`config.mk`:
```
export PLATFORM = sky130hd
export DESIGN_NAME = crr_core_register_reset_init
export DESIGN_NICKNAME = d
export VERILOG_FILES = /design/src/design/crr_pkg.sv /design/src/design/crr_core_register_reset_init.sv
export SDC_FILE = /design/constraint.sdc
export NUM_CORES = 1
export LEC_CHECK = 0
export BUFFER_PORTS_ARGS = -buffer_cell sky130_fd_sc_hd__buf_2
export CORE_ASPECT_RATIO = 0.7
export CORE_MARGIN = 8
export CORE_UTILIZATION = 45
export DETAILED_ROUTE_END_ITERATION = 10
export GPL_TIMING_DRIVEN = 0
export PLACE_DENSITY_LB_ADDON = 0.25
export SLEW_MARGIN = 20
export SYNTH_ARGS = -nofsm -noshare
export SYNTH_HDL_FRONTEND = slang
export SYNTH_SLANG_ARGS = --single-unit
```
`constraint.sdc`:
```
create_clock -name clk -period 4.7 [get_ports clk]
set_clock_uncertainty 0.05 [all_clocks]
set_input_delay 0.705 -clock clk [delete_from_list [all_inputs] [get_ports clk]]
set_output_delay 0.705 -clock clk [all_outputs]
set_load 0.02 [all_outputs]
```
`src/design/crr_pkg.sv`:
```
// Constants for the core register reset and wake-up initialisation block
package crr_pkg;

  // ==========================================================================
  // Widths
  localparam int PC_W = 21;

  // ==========================================================================
  // Register byte addresses (one aligned word each)
  localparam logic [7:0] OFS_STACK_TOP_UPPER   = 8'h00;
  localparam logic [7:0] OFS_STACK_TOP_HIGH    = 8'h04;
  localparam logic [7:0] OFS_STACK_TOP_LOW     = 8'h08;
  localparam logic [7:0] OFS_RETURN_STACK_PTR  = 8'h0C;
  localparam logic [7:0] OFS_PC_LATCH_UPPER    = 8'h10;
  localparam logic [7:0] OFS_PC_LATCH_HIGH     = 8'h14;
  localparam logic [7:0] OFS_PC_LOW_BYTE       = 8'h18;
  localparam logic [7:0] OFS_TABLE_PTR_UPPER   = 8'h1C;
  localparam logic [7:0] OFS_TABLE_PTR_HIGH    = 8'h20;
  localparam logic [7:0] OFS_TABLE_PTR_LOW     = 8'h24;
  localparam logic [7:0] OFS_TABLE_DATA_LATCH  = 8'h28;
  localparam logic [7:0] OFS_MULT_RESULT_HIGH  = 8'h2C;
  localparam logic [7:0] OFS_MULT_RESULT_LOW   = 8'h30;
  localparam logic [7:0] OFS_IRQ_CTRL_PRIMARY  = 8'h34;
  localparam logic [7:0] OFS_IRQ_CTRL_SECOND   = 8'h38;
  localparam logic [7:0] OFS_IRQ_CTRL_THIRD    = 8'h3C;
  localparam logic [7:0] OFS_INDIRECT_PTR0_HI  = 8'h40;
  localparam logic [7:0] OFS_INDIRECT_PTR0_LO  = 8'h44;
  localparam logic [7:0] OFS_WORKING_ACC       = 8'h48;
  localparam logic [7:0] OFS_PORT_A_DATA       = 8'h4C;
  localparam logic [7:0] OFS_PORT_A_LATCH      = 8'h50;
  localparam logic [7:0] OFS_PORT_A_DIRECTION  = 8'h54;
  localparam logic [7:0] OFS_EVENT_STATUS      = 8'h58;
  localparam logic [7:0] OFS_EVENT_MASK        = 8'h5C;
  // Indirect virtual locations, pointers 0 and 1, five each
  localparam logic [7:0] OFS_INDIRECT_FIRST    = 8'h60;
  localparam logic [7:0] OFS_INDIRECT_LAST     = 8'h84;

  // ==========================================================================
  // Reset values
  localparam logic [4:0] RST_STACK_TOP_UPPER = 5'h00;
  localparam logic [7:0] RST_BYTE_ZERO       = 8'h00;
  localparam logic [5:0] RST_TABLE_PTR_UPPER = 6'h00;
  localparam logic [6:0] RST_IRQ_PRIMARY_HI  = 7'h00;
  localparam logic [7:0] RST_IRQ_SECOND      = 8'hFF;
  localparam logic [7:0] RST_IRQ_THIRD       = 8'hC0;
  localparam logic [4:0] RST_STACK_PTR       = 5'h00;
  localparam logic [7:0] RST_PORT_A_DIR      = 8'hFF;

  // ==========================================================================
  // Field positions and masks
  localparam int         STK_FULL_BIT    = 7;
  localparam int         STK_UNDER_BIT   = 6;
  localparam logic [4:0] STK_PTR_MAX     = 5'h1F;
  localparam int         GIE_HIGH_BIT    = 7;
  localparam int         GIE_LOW_BIT     = 6;
  localparam logic [7:0] PORT_A_OSC_BITS = 8'hC0;

  // Event status bits
  localparam int EV_POWER_ON = 0;
  localparam int EV_RESET    = 1;
  localparam int EV_WAKE_WDT = 2;
  localparam int EV_WAKE_IRQ = 3;
  localparam int EV_W        = 4;

  // ==========================================================================
  // Program counter figures
  localparam logic [PC_W-1:0] PC_STEP     = 21'h00_0002;
  localparam logic [PC_W-1:0] VECTOR_HIGH = 21'h00_0008;
  localparam logic [PC_W-1:0] VECTOR_LOW  = 21'h00_0018;

endpackage

```
`src/design/crr_core_register_reset_init.sv`:
```
// Reset and wake-up initialisation of the core special-function registers
// Summary of operation
// - Master-clear, watchdog, reset-instruction and stack resets share one value set
// - Stack top registers clear on any reset, kept on wake unless enabled interrupt
// - Power-on clears stack pointer bits, keeps flags; other resets clear all
// - Program-counter latches and low byte clear on resets; latches kept on wake
// - On wake the program-counter low byte takes the low byte of the resume address: the vector or program counter plus two
// - Table pointer and table latch clear on resets and hold across wake
// - Product, working and indirect pointer 0 undefined at power-on, else kept
// - Primary interrupt control clears bits 7..1; bit 0 undefined or kept
// - Second interrupt control register becomes all ones on every reset
// - Third interrupt control register becomes 1100_0000 on every reset
// - Interrupt wake sets the flag bits of its source
// - Enabled interrupt wake copies the program counter into the stack top
// - Enabled interrupt wake advances the stack pointer, or sets the full flag when it is at its top
// - Enabled interrupt wake loads vector 0008h or 0018h
// - Unimplemented bits read as zero
// - Port A bits 6 and 7 work only when the oscillator frees them
// - Indirect virtual locations hold no storage and no reset value
// - Watchdog wake, or interrupt wake with both enable bits clear, resumes at program counter plus two
//
// Added by the designer: the Avalon-MM register port and the register addresses.
module crr_core_register_reset_init #(
  parameter int ADDR_W = 8
) (
  input  wire logic                     clk,
  input  wire logic                     rst_n,
  input  wire logic [ADDR_W-1:0]        avs_address,
  input  wire logic                     avs_read,
  input  wire logic                     avs_write,
  input  wire logic [31:0]              avs_writedata,
  input  wire logic [3:0]               avs_byteenable,
  output logic      [31:0]              avs_readdata,
  output logic                          avs_waitrequest,
  input  wire logic                     por_event,
  input  wire logic                     reset_event,
  input  wire logic                     wake_wdt,
  input  wire logic                     wake_irq,
  input  wire logic                     wake_irq_high,
  input  wire logic [7:0]               wake_flag_set,
  input  wire logic [crr_pkg::PC_W-1:0] current_pc,
  input  wire logic                     osc_frees_pins,
  input  wire logic                     master_clear_input_n,
  input  wire logic [7:0]               port_a_pins,
  output logic      [7:0]               port_a_out,
  output logic      [7:0]               port_a_out_en_n,
  output logic      [crr_pkg::PC_W-1:0] resume_pc,
  output logic                          resume_valid,
  output logic                          irq
);

  // ==========================================================================
  // Storage
  logic [4:0]  stack_top_upper;
  logic [7:0]  stack_top_high;
  logic [7:0]  stack_top_low;
  logic [4:0]  stack_ptr;
  logic        stack_full;
  logic        stack_under;
  logic [4:0]  pc_latch_upper;
  logic [7:0]  pc_latch_high;
  logic [7:0]  pc_low_byte;
  logic [5:0]  table_pointer_upper;
  logic [7:0]  table_pointer_high;
  logic [7:0]  table_pointer_low;
  logic [7:0]  table_data_latch;
  logic [7:0]  multiply_result_high;
  logic [7:0]  multiply_result_low;
  logic [3:0]  indirect_ptr0_high;
  logic [7:0]  indirect_ptr0_low;
  logic [7:0]  working_accumulator;
  logic [6:0]  irq_primary_upper;
  logic        irq_primary_bit0;
  logic [7:0]  irq_control_second;
  logic [7:0]  irq_control_third;
  logic [7:0]  port_a_latch;
  logic [7:0]  port_a_direction;
  logic [7:0]  pins_meta;
  logic [7:0]  pins_sync;
  logic        master_clear_input_meta;
  logic        master_clear_input_sync_n;
  logic [crr_pkg::EV_W-1:0] event_status;
  logic [crr_pkg::EV_W-1:0] event_mask;

  // ==========================================================================
  // Event decode; power-on outranks other resets, which outrank wake-ups
  logic                     do_por;
  logic                     do_rst;
  logic                     do_wake;
  logic                     irq_vec;
  logic [7:0]               irq_control_primary;
  logic [7:0]               pa_enable;
  logic [crr_pkg::PC_W-1:0] next_pc;

  assign irq_control_primary = {irq_primary_upper, irq_primary_bit0};
  assign do_por  = por_event;
  assign do_rst  = !por_event && (reset_event || !master_clear_input_sync_n);
  assign do_wake = !do_por && !do_rst && (wake_wdt || wake_irq);
  assign irq_vec = do_wake && wake_irq &&
                   (irq_control_primary[crr_pkg::GIE_HIGH_BIT] ||
                    irq_control_primary[crr_pkg::GIE_LOW_BIT]);
  // Oscillator-owned pins stay dead so a crystal is never loaded by a driver
  assign pa_enable = osc_frees_pins ? 8'hFF : ~crr_pkg::PORT_A_OSC_BITS;

  always_comb begin
    if (irq_vec) begin
      next_pc = wake_irq_high ? crr_pkg::VECTOR_HIGH : crr_pkg::VECTOR_LOW;
    end else begin
      next_pc = current_pc + crr_pkg::PC_STEP;
    end
  end

  // ==========================================================================
  // Pin synchronisers
  always_ff @(posedge clk or negedge rst_n) begin
    if (!rst_n) begin
      pins_meta   <= 8'h00;
      pins_sync   <= 8'h00;
      master_clear_input_meta   <= 1'b1;
      master_clear_input_sync_n <= 1'b1;
    end else begin
      pins_meta   <= port_a_pins;
      pins_sync   <= pins_meta;
      master_clear_input_meta   <= master_clear_input_n;
      master_clear_input_sync_n <= master_clear_input_meta;
    end
  end

  // ==========================================================================
  // Bus slave: answers every request one cycle after it is seen
  logic        wr_en;
  logic [7:0]  wd;
  logic [31:0] next_rdata;

  assign wr_en = avs_write && !avs_waitrequest && avs_byteenable[0];
  assign wd    = avs_writedata[7:0];

  always_ff @(posedge clk or negedge rst_n) begin
    if (!rst_n) begin
      avs_waitrequest <= 1'b1;
    end else if (!avs_waitrequest) begin
      avs_waitrequest <= 1'b1;
    end else if (avs_read || avs_write) begin
      avs_waitrequest <= 1'b0;
    end
  end

  always_ff @(posedge clk or negedge rst_n) begin
    if (!rst_n) begin
      avs_readdata <= 32'h0000_0000;
    end else if (avs_read && avs_waitrequest) begin
      avs_readdata <= next_rdata;
    end
  end

  // Narrow registers zero-extend, so unimplemented bits read as zero
  always_comb begin
    next_rdata = 32'h0000_0000;
    if (avs_address == crr_pkg::OFS_STACK_TOP_UPPER) begin
      next_rdata[4:0] = stack_top_upper;
    end else if (avs_address == crr_pkg::OFS_STACK_TOP_HIGH) begin
      next_rdata[7:0] = stack_top_high;
    end else if (avs_address == crr_pkg::OFS_STACK_TOP_LOW) begin
      next_rdata[7:0] = stack_top_low;
    end else if (avs_address == crr_pkg::OFS_RETURN_STACK_PTR) begin
      next_rdata[7:0] = {stack_full, stack_under, 1'b0, stack_ptr};
    end else if (avs_address == crr_pkg::OFS_PC_LATCH_UPPER) begin
      next_rdata[4:0] = pc_latch_upper;
    end else if (avs_address == crr_pkg::OFS_PC_LATCH_HIGH) begin
      next_rdata[7:0] = pc_latch_high;
    end else if (avs_address == crr_pkg::OFS_PC_LOW_BYTE) begin
      next_rdata[7:0] = pc_low_byte;
    end else if (avs_address == crr_pkg::OFS_TABLE_PTR_UPPER) begin
      next_rdata[5:0] = table_pointer_upper;
    end else if (avs_address == crr_pkg::OFS_TABLE_PTR_HIGH) begin
      next_rdata[7:0] = table_pointer_high;
    end else if (avs_address == crr_pkg::OFS_TABLE_PTR_LOW) begin
      next_rdata[7:0] = table_pointer_low;
    end else if (avs_address == crr_pkg::OFS_TABLE_DATA_LATCH) begin
      next_rdata[7:0] = table_data_latch;
    end else if (avs_address == crr_pkg::OFS_MULT_RESULT_HIGH) begin
      next_rdata[7:0] = multiply_result_high;
    end else if (avs_address == crr_pkg::OFS_MULT_RESULT_LOW) begin
      next_rdata[7:0] = multiply_result_low;
    end else if (avs_address == crr_pkg::OFS_IRQ_CTRL_PRIMARY) begin
      next_rdata[7:0] = irq_control_primary;
    end else if (avs_address == crr_pkg::OFS_IRQ_CTRL_SECOND) begin
      next_rdata[7:0] = irq_control_second;
    end else if (avs_address == crr_pkg::OFS_IRQ_CTRL_THIRD) begin
      next_rdata[7:0] = irq_control_third;
    end else if (avs_address == crr_pkg::OFS_INDIRECT_PTR0_HI) begin
      next_rdata[3:0] = indirect_ptr0_high;
    end else if (avs_address == crr_pkg::OFS_INDIRECT_PTR0_LO) begin
      next_rdata[7:0] = indirect_ptr0_low;
    end else if (avs_address == crr_pkg::OFS_WORKING_ACC) begin
      next_rdata[7:0] = working_accumulator;
    end else if (avs_address == crr_pkg::OFS_PORT_A_DATA) begin
      next_rdata[7:0] = pins_sync & pa_enable;
    end else if (avs_address == crr_pkg::OFS_PORT_A_LATCH) begin
      next_rdata[7:0] = port_a_latch & pa_enable;
    end else if (avs_address == crr_pkg::OFS_PORT_A_DIRECTION) begin
      next_rdata[7:0] = port_a_direction & pa_enable;
    end else if (avs_address == crr_pkg::OFS_EVENT_STATUS) begin
      next_rdata[crr_pkg::EV_W-1:0] = event_status;
    end else if (avs_address == crr_pkg::OFS_EVENT_MASK) begin
      next_rdata[crr_pkg::EV_W-1:0] = event_mask;
    end else if (avs_address >= crr_pkg::OFS_INDIRECT_FIRST &&
                 avs_address <= crr_pkg::OFS_INDIRECT_LAST) begin
      // Virtual locations have no storage behind them here
      next_rdata = 32'h0000_0000;
    end else begin
      next_rdata = 32'h0000_0000;
    end
  end

  // ==========================================================================
  // Stack top and stack pointer
  always_ff @(posedge clk or negedge rst_n) begin
    if (!rst_n) begin
      stack_top_upper <= crr_pkg::RST_STACK_TOP_UPPER;
      stack_top_high  <= crr_pkg::RST_BYTE_ZERO;
      stack_top_low   <= crr_pkg::RST_BYTE_ZERO;
    end else if (do_por || do_rst) begin
      stack_top_upper <= crr_pkg::RST_STACK_TOP_UPPER;
      stack_top_high  <= crr_pkg::RST_BYTE_ZERO;
      stack_top_low   <= crr_pkg::RST_BYTE_ZERO;
    end else if (irq_vec) begin
      stack_top_upper <= current_pc[20:16];
      stack_top_high  <= current_pc[15:8];
      stack_top_low   <= current_pc[7:0];
    end else if (wr_en && avs_address == crr_pkg::OFS_STACK_TOP_UPPER) begin
      stack_top_upper <= wd[4:0];
    end else if (wr_en && avs_address == crr_pkg::OFS_STACK_TOP_HIGH) begin
      stack_top_high <= wd;
    end else if (wr_en && avs_address == crr_pkg::OFS_STACK_TOP_LOW) begin
      stack_top_low <= wd;
    end
  end

  always_ff @(posedge clk or negedge rst_n) begin
    if (!rst_n) begin
      stack_ptr   <= crr_pkg::RST_STACK_PTR;
      stack_full  <= 1'b0;
      stack_under <= 1'b0;
    end else if (do_por) begin
      stack_ptr <= crr_pkg::RST_STACK_PTR;
    end else if (do_rst) begin
      stack_ptr   <= crr_pkg::RST_STACK_PTR;
      stack_full  <= 1'b0;
      stack_under <= 1'b0;
    end else if (irq_vec) begin
      // A push on the last slot flags overflow instead of wrapping
      if (stack_ptr == crr_pkg::STK_PTR_MAX) begin
        stack_full <= 1'b1;
      end else begin
        stack_ptr <= stack_ptr + 5'h01;
      end
    end else if (wr_en && avs_address == crr_pkg::OFS_RETURN_STACK_PTR) begin
      stack_ptr   <= wd[4:0];
      stack_full  <= wd[crr_pkg::STK_FULL_BIT];
      stack_under <= wd[crr_pkg::STK_UNDER_BIT];
    end
  end

  // ==========================================================================
  // Program counter latches and low byte
  always_ff @(posedge clk or negedge rst_n) begin
    if (!rst_n) begin
      pc_latch_upper <= crr_pkg::RST_STACK_TOP_UPPER;
      pc_latch_high  <= crr_pkg::RST_BYTE_ZERO;
      pc_low_byte    <= crr_pkg::RST_BYTE_ZERO;
    end else if (do_por || do_rst) begin
      pc_latch_upper <= crr_pkg::RST_STACK_TOP_UPPER;
      pc_latch_high  <= crr_pkg::RST_BYTE_ZERO;
      pc_low_byte    <= crr_pkg::RST_BYTE_ZERO;
    end else if (do_wake) begin
      pc_low_byte <= next_pc[7:0];
    end else if (wr_en && avs_address == crr_pkg::OFS_PC_LATCH_UPPER) begin
      pc_latch_upper <= wd[4:0];
    end else if (wr_en && avs_address == crr_pkg::OFS_PC_LATCH_HIGH) begin
      pc_latch_high <= wd;
    end else if (wr_en && avs_address == crr_pkg::OFS_PC_LOW_BYTE) begin
      pc_low_byte <= wd;
    end
  end

  always_ff @(posedge clk or negedge rst_n) begin
    if (!rst_n) begin
      resume_pc    <= '0;
      resume_valid <= 1'b0;
    end else if (do_por || do_rst) begin
      resume_pc    <= '0;
      resume_valid <= 1'b1;
    end else if (do_wake) begin
      resume_pc    <= next_pc;
      resume_valid <= 1'b1;
    end else begin
      resume_valid <= 1'b0;
    end
  end

  // ==========================================================================
  // Table pointer and latch
  always_ff @(posedge clk or negedge rst_n) begin
    if (!rst_n) begin
      table_pointer_upper <= crr_pkg::RST_TABLE_PTR_UPPER;
      table_pointer_high  <= crr_pkg::RST_BYTE_ZERO;
      table_pointer_low   <= crr_pkg::RST_BYTE_ZERO;
      table_data_latch    <= crr_pkg::RST_BYTE_ZERO;
    end else if (do_por || do_rst) begin
      table_pointer_upper <= crr_pkg::RST_TABLE_PTR_UPPER;
      table_pointer_high  <= crr_pkg::RST_BYTE_ZERO;
      table_pointer_low   <= crr_pkg::RST_BYTE_ZERO;
      table_data_latch    <= crr_pkg::RST_BYTE_ZERO;
    end else if (wr_en && avs_address == crr_pkg::OFS_TABLE_PTR_UPPER) begin
      table_pointer_upper <= wd[5:0];
    end else if (wr_en && avs_address == crr_pkg::OFS_TABLE_PTR_HIGH) begin
      table_pointer_high <= wd;
    end else if (wr_en && avs_address == crr_pkg::OFS_TABLE_PTR_LOW) begin
      table_pointer_low <= wd;
    end else if (wr_en && avs_address == crr_pkg::OFS_TABLE_DATA_LATCH) begin
      table_data_latch <= wd;
    end
  end

  // ==========================================================================
  // Data registers: deliberately without reset, so power-on leaves them
  // unknown and every reset or wake-up leaves them untouched
  always_ff @(posedge clk) begin
    if (wr_en && avs_address == crr_pkg::OFS_MULT_RESULT_HIGH) begin
      multiply_result_high <= wd;
    end
    if (wr_en && avs_address == crr_pkg::OFS_MULT_RESULT_LOW) begin
      multiply_result_low <= wd;
    end
    if (wr_en && avs_address == crr_pkg::OFS_INDIRECT_PTR0_HI) begin
      indirect_ptr0_high <= wd[3:0];
    end
    if (wr_en && avs_address == crr_pkg::OFS_INDIRECT_PTR0_LO) begin
      indirect_ptr0_low <= wd;
    end
    if (wr_en && avs_address == crr_pkg::OFS_WORKING_ACC) begin
      working_accumulator <= wd;
    end
  end

  // ==========================================================================
  // Interrupt control registers
  always_ff @(posedge clk) begin
    if (do_wake && wake_irq) begin
      irq_primary_bit0 <= irq_primary_bit0 | wake_flag_set[0];
    end else if (wr_en && avs_address == crr_pkg::OFS_IRQ_CTRL_PRIMARY) begin
      irq_primary_bit0 <= wd[0];
    end
  end

  always_ff @(posedge clk or negedge rst_n) begin
    if (!rst_n) begin
      irq_primary_upper  <= crr_pkg::RST_IRQ_PRIMARY_HI;
      irq_control_second <= crr_pkg::RST_IRQ_SECOND;
      irq_control_third  <= crr_pkg::RST_IRQ_THIRD;
    end else if (do_por || do_rst) begin
      irq_primary_upper  <= crr_pkg::RST_IRQ_PRIMARY_HI;
      irq_control_second <= crr_pkg::RST_IRQ_SECOND;
      irq_control_third  <= crr_pkg::RST_IRQ_THIRD;
    end else if (do_wake && wake_irq) begin
      irq_primary_upper <= irq_primary_upper | wake_flag_set[7:1];
    end else if (wr_en && avs_address == crr_pkg::OFS_IRQ_CTRL_PRIMARY) begin
      irq_primary_upper <= wd[7:1];
    end else if (wr_en && avs_address == crr_pkg::OFS_IRQ_CTRL_SECOND) begin
      irq_control_second <= wd;
    end else if (wr_en && avs_address == crr_pkg::OFS_IRQ_CTRL_THIRD) begin
      irq_control_third <= wd;
    end
  end

  // ==========================================================================
  // Port A
  always_ff @(posedge clk or negedge rst_n) begin
    if (!rst_n) begin
      port_a_latch     <= crr_pkg::RST_BYTE_ZERO;
      port_a_direction <= crr_pkg::RST_PORT_A_DIR;
    end else if (wr_en && avs_address == crr_pkg::OFS_PORT_A_LATCH) begin
      port_a_latch <= wd;
    end else if (wr_en && avs_address == crr_pkg::OFS_PORT_A_DIRECTION) begin
      port_a_direction <= wd;
    end
  end

  always_ff @(posedge clk or negedge rst_n) begin
    if (!rst_n) begin
      port_a_out      <= 8'h00;
      port_a_out_en_n <= 8'hFF;
    end else begin
      port_a_out      <= port_a_latch & pa_enable;
      port_a_out_en_n <= port_a_direction | ~pa_enable;
    end
  end

  // ==========================================================================
  // Event status, mask and interrupt line; a new event beats a clear
  logic [crr_pkg::EV_W-1:0] ev_set;
  logic [crr_pkg::EV_W-1:0] ev_clr;

  always_comb begin
    ev_set = '0;
    ev_set[crr_pkg::EV_POWER_ON] = do_por;
    ev_set[crr_pkg::EV_RESET]    = do_rst;
    ev_set[crr_pkg::EV_WAKE_WDT] = do_wake && wake_wdt;
    ev_set[crr_pkg::EV_WAKE_IRQ] = do_wake && wake_irq;
    ev_clr = '0;
    if (wr_en && avs_address == crr_pkg::OFS_EVENT_STATUS) begin
      ev_clr = wd[crr_pkg::EV_W-1:0];
    end
  end

  always_ff @(posedge clk or negedge rst_n) begin
    if (!rst_n) begin
      event_status <= '0;
    end else begin
      event_status <= (event_status & ~ev_clr) | ev_set;
    end
  end

  always_ff @(posedge clk or negedge rst_n) begin
    if (!rst_n) begin
      event_mask <= '0;
    end else if (wr_en && avs_address == crr_pkg::OFS_EVENT_MASK) begin
      event_mask <= wd[crr_pkg::EV_W-1:0];
    end
  end

  always_ff @(posedge clk or negedge rst_n) begin
    if (!rst_n) begin
      irq <= 1'b0;
    end else begin
      irq <= |(event_status & event_mask);
    end
  end

endmodule // crr_core_register_reset_init

```
==> impl_results.md <==
* Post-synthesis cell type count at 81
* Largest net degree at the start of global routing at 99
* CTS tree: built
* Synth top area share at 34.7%
* Leak at 5.96 nW
* Clock transition at path regs at about 0.060 ns
* Post-CTS setup buffer count at 0
* Post-Synthesis Cells at 1176
* Die area at 31600 µm²
* Cell Rows at 49
* Setup TNS at 0 ns
* CP Max Fanout at 10
* Placed Cells at 1640
* Share of layout cells above drive strength 1 at 22.5%
* Vias in the first global route at 10112
* Commonest non-fill, non-tap cell in the layout: dfrtp_1
* Highest clock rate at a little under 300 MHz
* Warnings, synthesis at 0
* Clock Root Buffer: clkbuf_16
* CTS Buf Count at 24
* Most flop-heavy register: resume_pc
* Crit path DAT at 3.83 ns
* Core area at ~26000 µm²
* Worst skew pair latency at 0.55 ns
* First-pass GRT wire length at 71000 µm
* Post-layout min period at about 3.4 ns
* Fin. max-slew vios at 0
* Final ANT Viol Nets at 0
* Most frequent cells in the layout: dfrtp_1, buf_2, nand2_1
* Top FF cell, synth: dfrtp_1
* Design Area, Final at 13700 µm²
* Seq/Total Area, Yosys at 50.7%
* Initial Util at 45.7%
* DRT iter0 DRCs at approximately 1600
* Critical Path Start Type: input port
* WS Path Type: in2reg
* Die height at 151 µm
* Grt total ovfl at 0
* Max reg flops at 21
* R2R Setup Slk at 1.47 ns
* Post-CTS resize count at 0
* Vias per cell at 6.32
* Final hold vios at 0
* Post-route non-filler standard cell count at 1684
* GR Util All Layers at 30.6%
* ANT cells at 0
* Fin crit share at 72.6%
* CTS H-tree depth at 1
* Initial antenna violation count at 2
* Multi-input logic area at 5270 µm²
* GP Congestion at 0.978
* Dpl hpwl at 35800 µm
* Area Growth Syn to Fin at 16.5%
* Most crowded layer after global routing: met1
* Cell accounting for the most synthesized area: dfrtp_1
* Worst slew pin tran at 1.13 ns
* R2r endpoint: stack_top_upper[3]
* # nets final at about 1400
* PortBufs at 109
* DR WL/cell at 29.2 µm
* Synth top area cells: dfrtp_1, edfxtp_1, dfstp_2, nand2_1, mux2i_1
* Register bit total from synthesis at 229
* Headroom to the max-slew limit at 25.0%
* Met2 Track Usage GR at 40.4%
* TritonRoute pass-1 iters at 6
* VDD IR max at approximately 0.31 mV
* Post-Route WL at 49200 µm
* DRC at 0
* Ys async rst share at 83.8%
* Deepest clock path buffer count at 3
* WHS at 0.113 ns
* Global-route met1 utilization at between 40% and 50%
* Placed inst area at 12800 µm²
* Final number of setup-violating endpoints at 0
* P per Cell Area at 338 nW/µm²
* Launching point of the worst reg2reg path: master_clear_input_sync_n
* Io pins at around 160
* Max Cap Viol at 0
* Clock sink count at 229
* Syn_area_per_cell at between 9 and 10 µm²
* DR vias at 10650
* Min-delay worst type: in2async
* Status: complete, no violations
* Worst r2r path cells at 7
* Fillcell total at 2332
* GR Layer Usage met3 at 13.7%
* RSZ-0062 raised after global routing: false
* Post-synth EDFFs at 37
* Chip width at 209 µm
* Hold Buf Count CTS at 0
* FF+latch area at 5950 µm²
* Crit path required time at roughly 5.1 ns
* Crit end category: flip-flop
* Post-synthesis cell area at approximately 12000 µm²
[critical path, cell delays in order]
cell	delay (ns)
buf_2	0.10
buf_2	0.30
buf_2	0.32
buf_2	0.44
clkbuf_1	0.76
a21oi_1	0.13
a311oi_1	0.61
o2111ai_1	0.30
nand3_1	0.16
[synth_stat cells, types with 5 or more instances]
cell type,count
dfrtp_1,163
nand2_1,147
nor2_1,100
a21oi_1,82
o21ai_0,75
mux2i_1,53
clkbuf_1,44
buf_2,40
a22oi_1,38
edfxtp_1,37
nand3_1,33
mux2_2,30
dfstp_2,29
buf_4,25
o211ai_1,16
xor2_1,13
a21o_1,11
inv_1,11
nor3_1,11
and3_1,10
o22ai_1,10
nor2b_1,9
o21a_1,9
a32oi_1,8
o32ai_1,8
a211oi_1,7
a22o_1,7
buf_1,7
nand4_1,7
o221ai_1,7
a31oi_1,6
and2_1,6
nor4_1,6
xnor2_1,6
a32o_1,5
nand2b_1,5
or2_2,5
or3_1,5
[report_power, final]
part           switching [mW]  internal (mW)  total (mW)
Clock                   0.866           1.17        2.03
Combinational           0.364          0.139       0.503
Sequential             0.0313           2.06        2.09
[cells by family (layout without fill, tap and decap cells)]
| logic type | after synthesis | after routing | synth area share, % |
|---|---|---|---|
| mux | 85 | 85 | 7.78 |
| simple gates | 382 | 382 | 16.0 |
| buf+inv | 127 | 281 | 5.29 |
| other cells | 1 | 24 | 0.0319 |
| flops | 229 | 229 | 50.7 |
| xor+xnor | 19 | 19 | 1.42 |
| fa+ha+maj | 3 | 3 | 0.320 |
| compound gates | 330 | 330 | 18.4 |
[area by class of cell]
class / count / share of cell area [%]
Sequential cell: 229 / 43.5
Timing Repair Buffer: 110 / 4.26
Tap cell: 331 / 3.03
Clock buffer: 34 / 5.42
Inverter: 11 / 0.302
Buffer: 116 / 4.23
Clock inverter: 10 / 0.732
Multi-Input combinational cell: 843 / 38.5
[through the flow]
step | worst slack [ns] | total power, mW | util (%)
CTS | 1.58 | 4.62 | 53.2
finish | 1.29 | 4.63 | 53.3
global route | 1.40 | 4.76 | 53.3
floorplan | 2.22 | 2.37 | -
detailed placement | 1.01 | 2.61 | 50.0
global placement | -0.309 | 2.60 | 49.8
[layer usage]
metal	vias up	part of all wire [%]
met5	-	0.037
met3	84	15
met1	5297	44
li1	4565	-
met4	2	2.6
met2	702	39
[worst max path at each step]
| stage | cells past startpoint | slack, ns | endpoint | startpoint |
|---|---|---|---|---|
| floorplan | 5 | 2.22 | indirect_ptr0_high[0] | avs_address[1] |
| global placement | 1 | -0.31 | irq_primary_upper[3] | rst_n |
| detailed placement | 7 | 1.01 | multiply_result_high[3] | avs_address[2] |
| CTS | 7 | 1.58 | multiply_result_high[1] | avs_address[2] |
| global route | 7 | 1.40 | stack_top_upper[1] | master_clear_input_sync_n |
| finish | 9 | 1.29 | avs_readdata[0] | avs_address[2] |
Note: power is estimated with default switching activity, not from simulation.
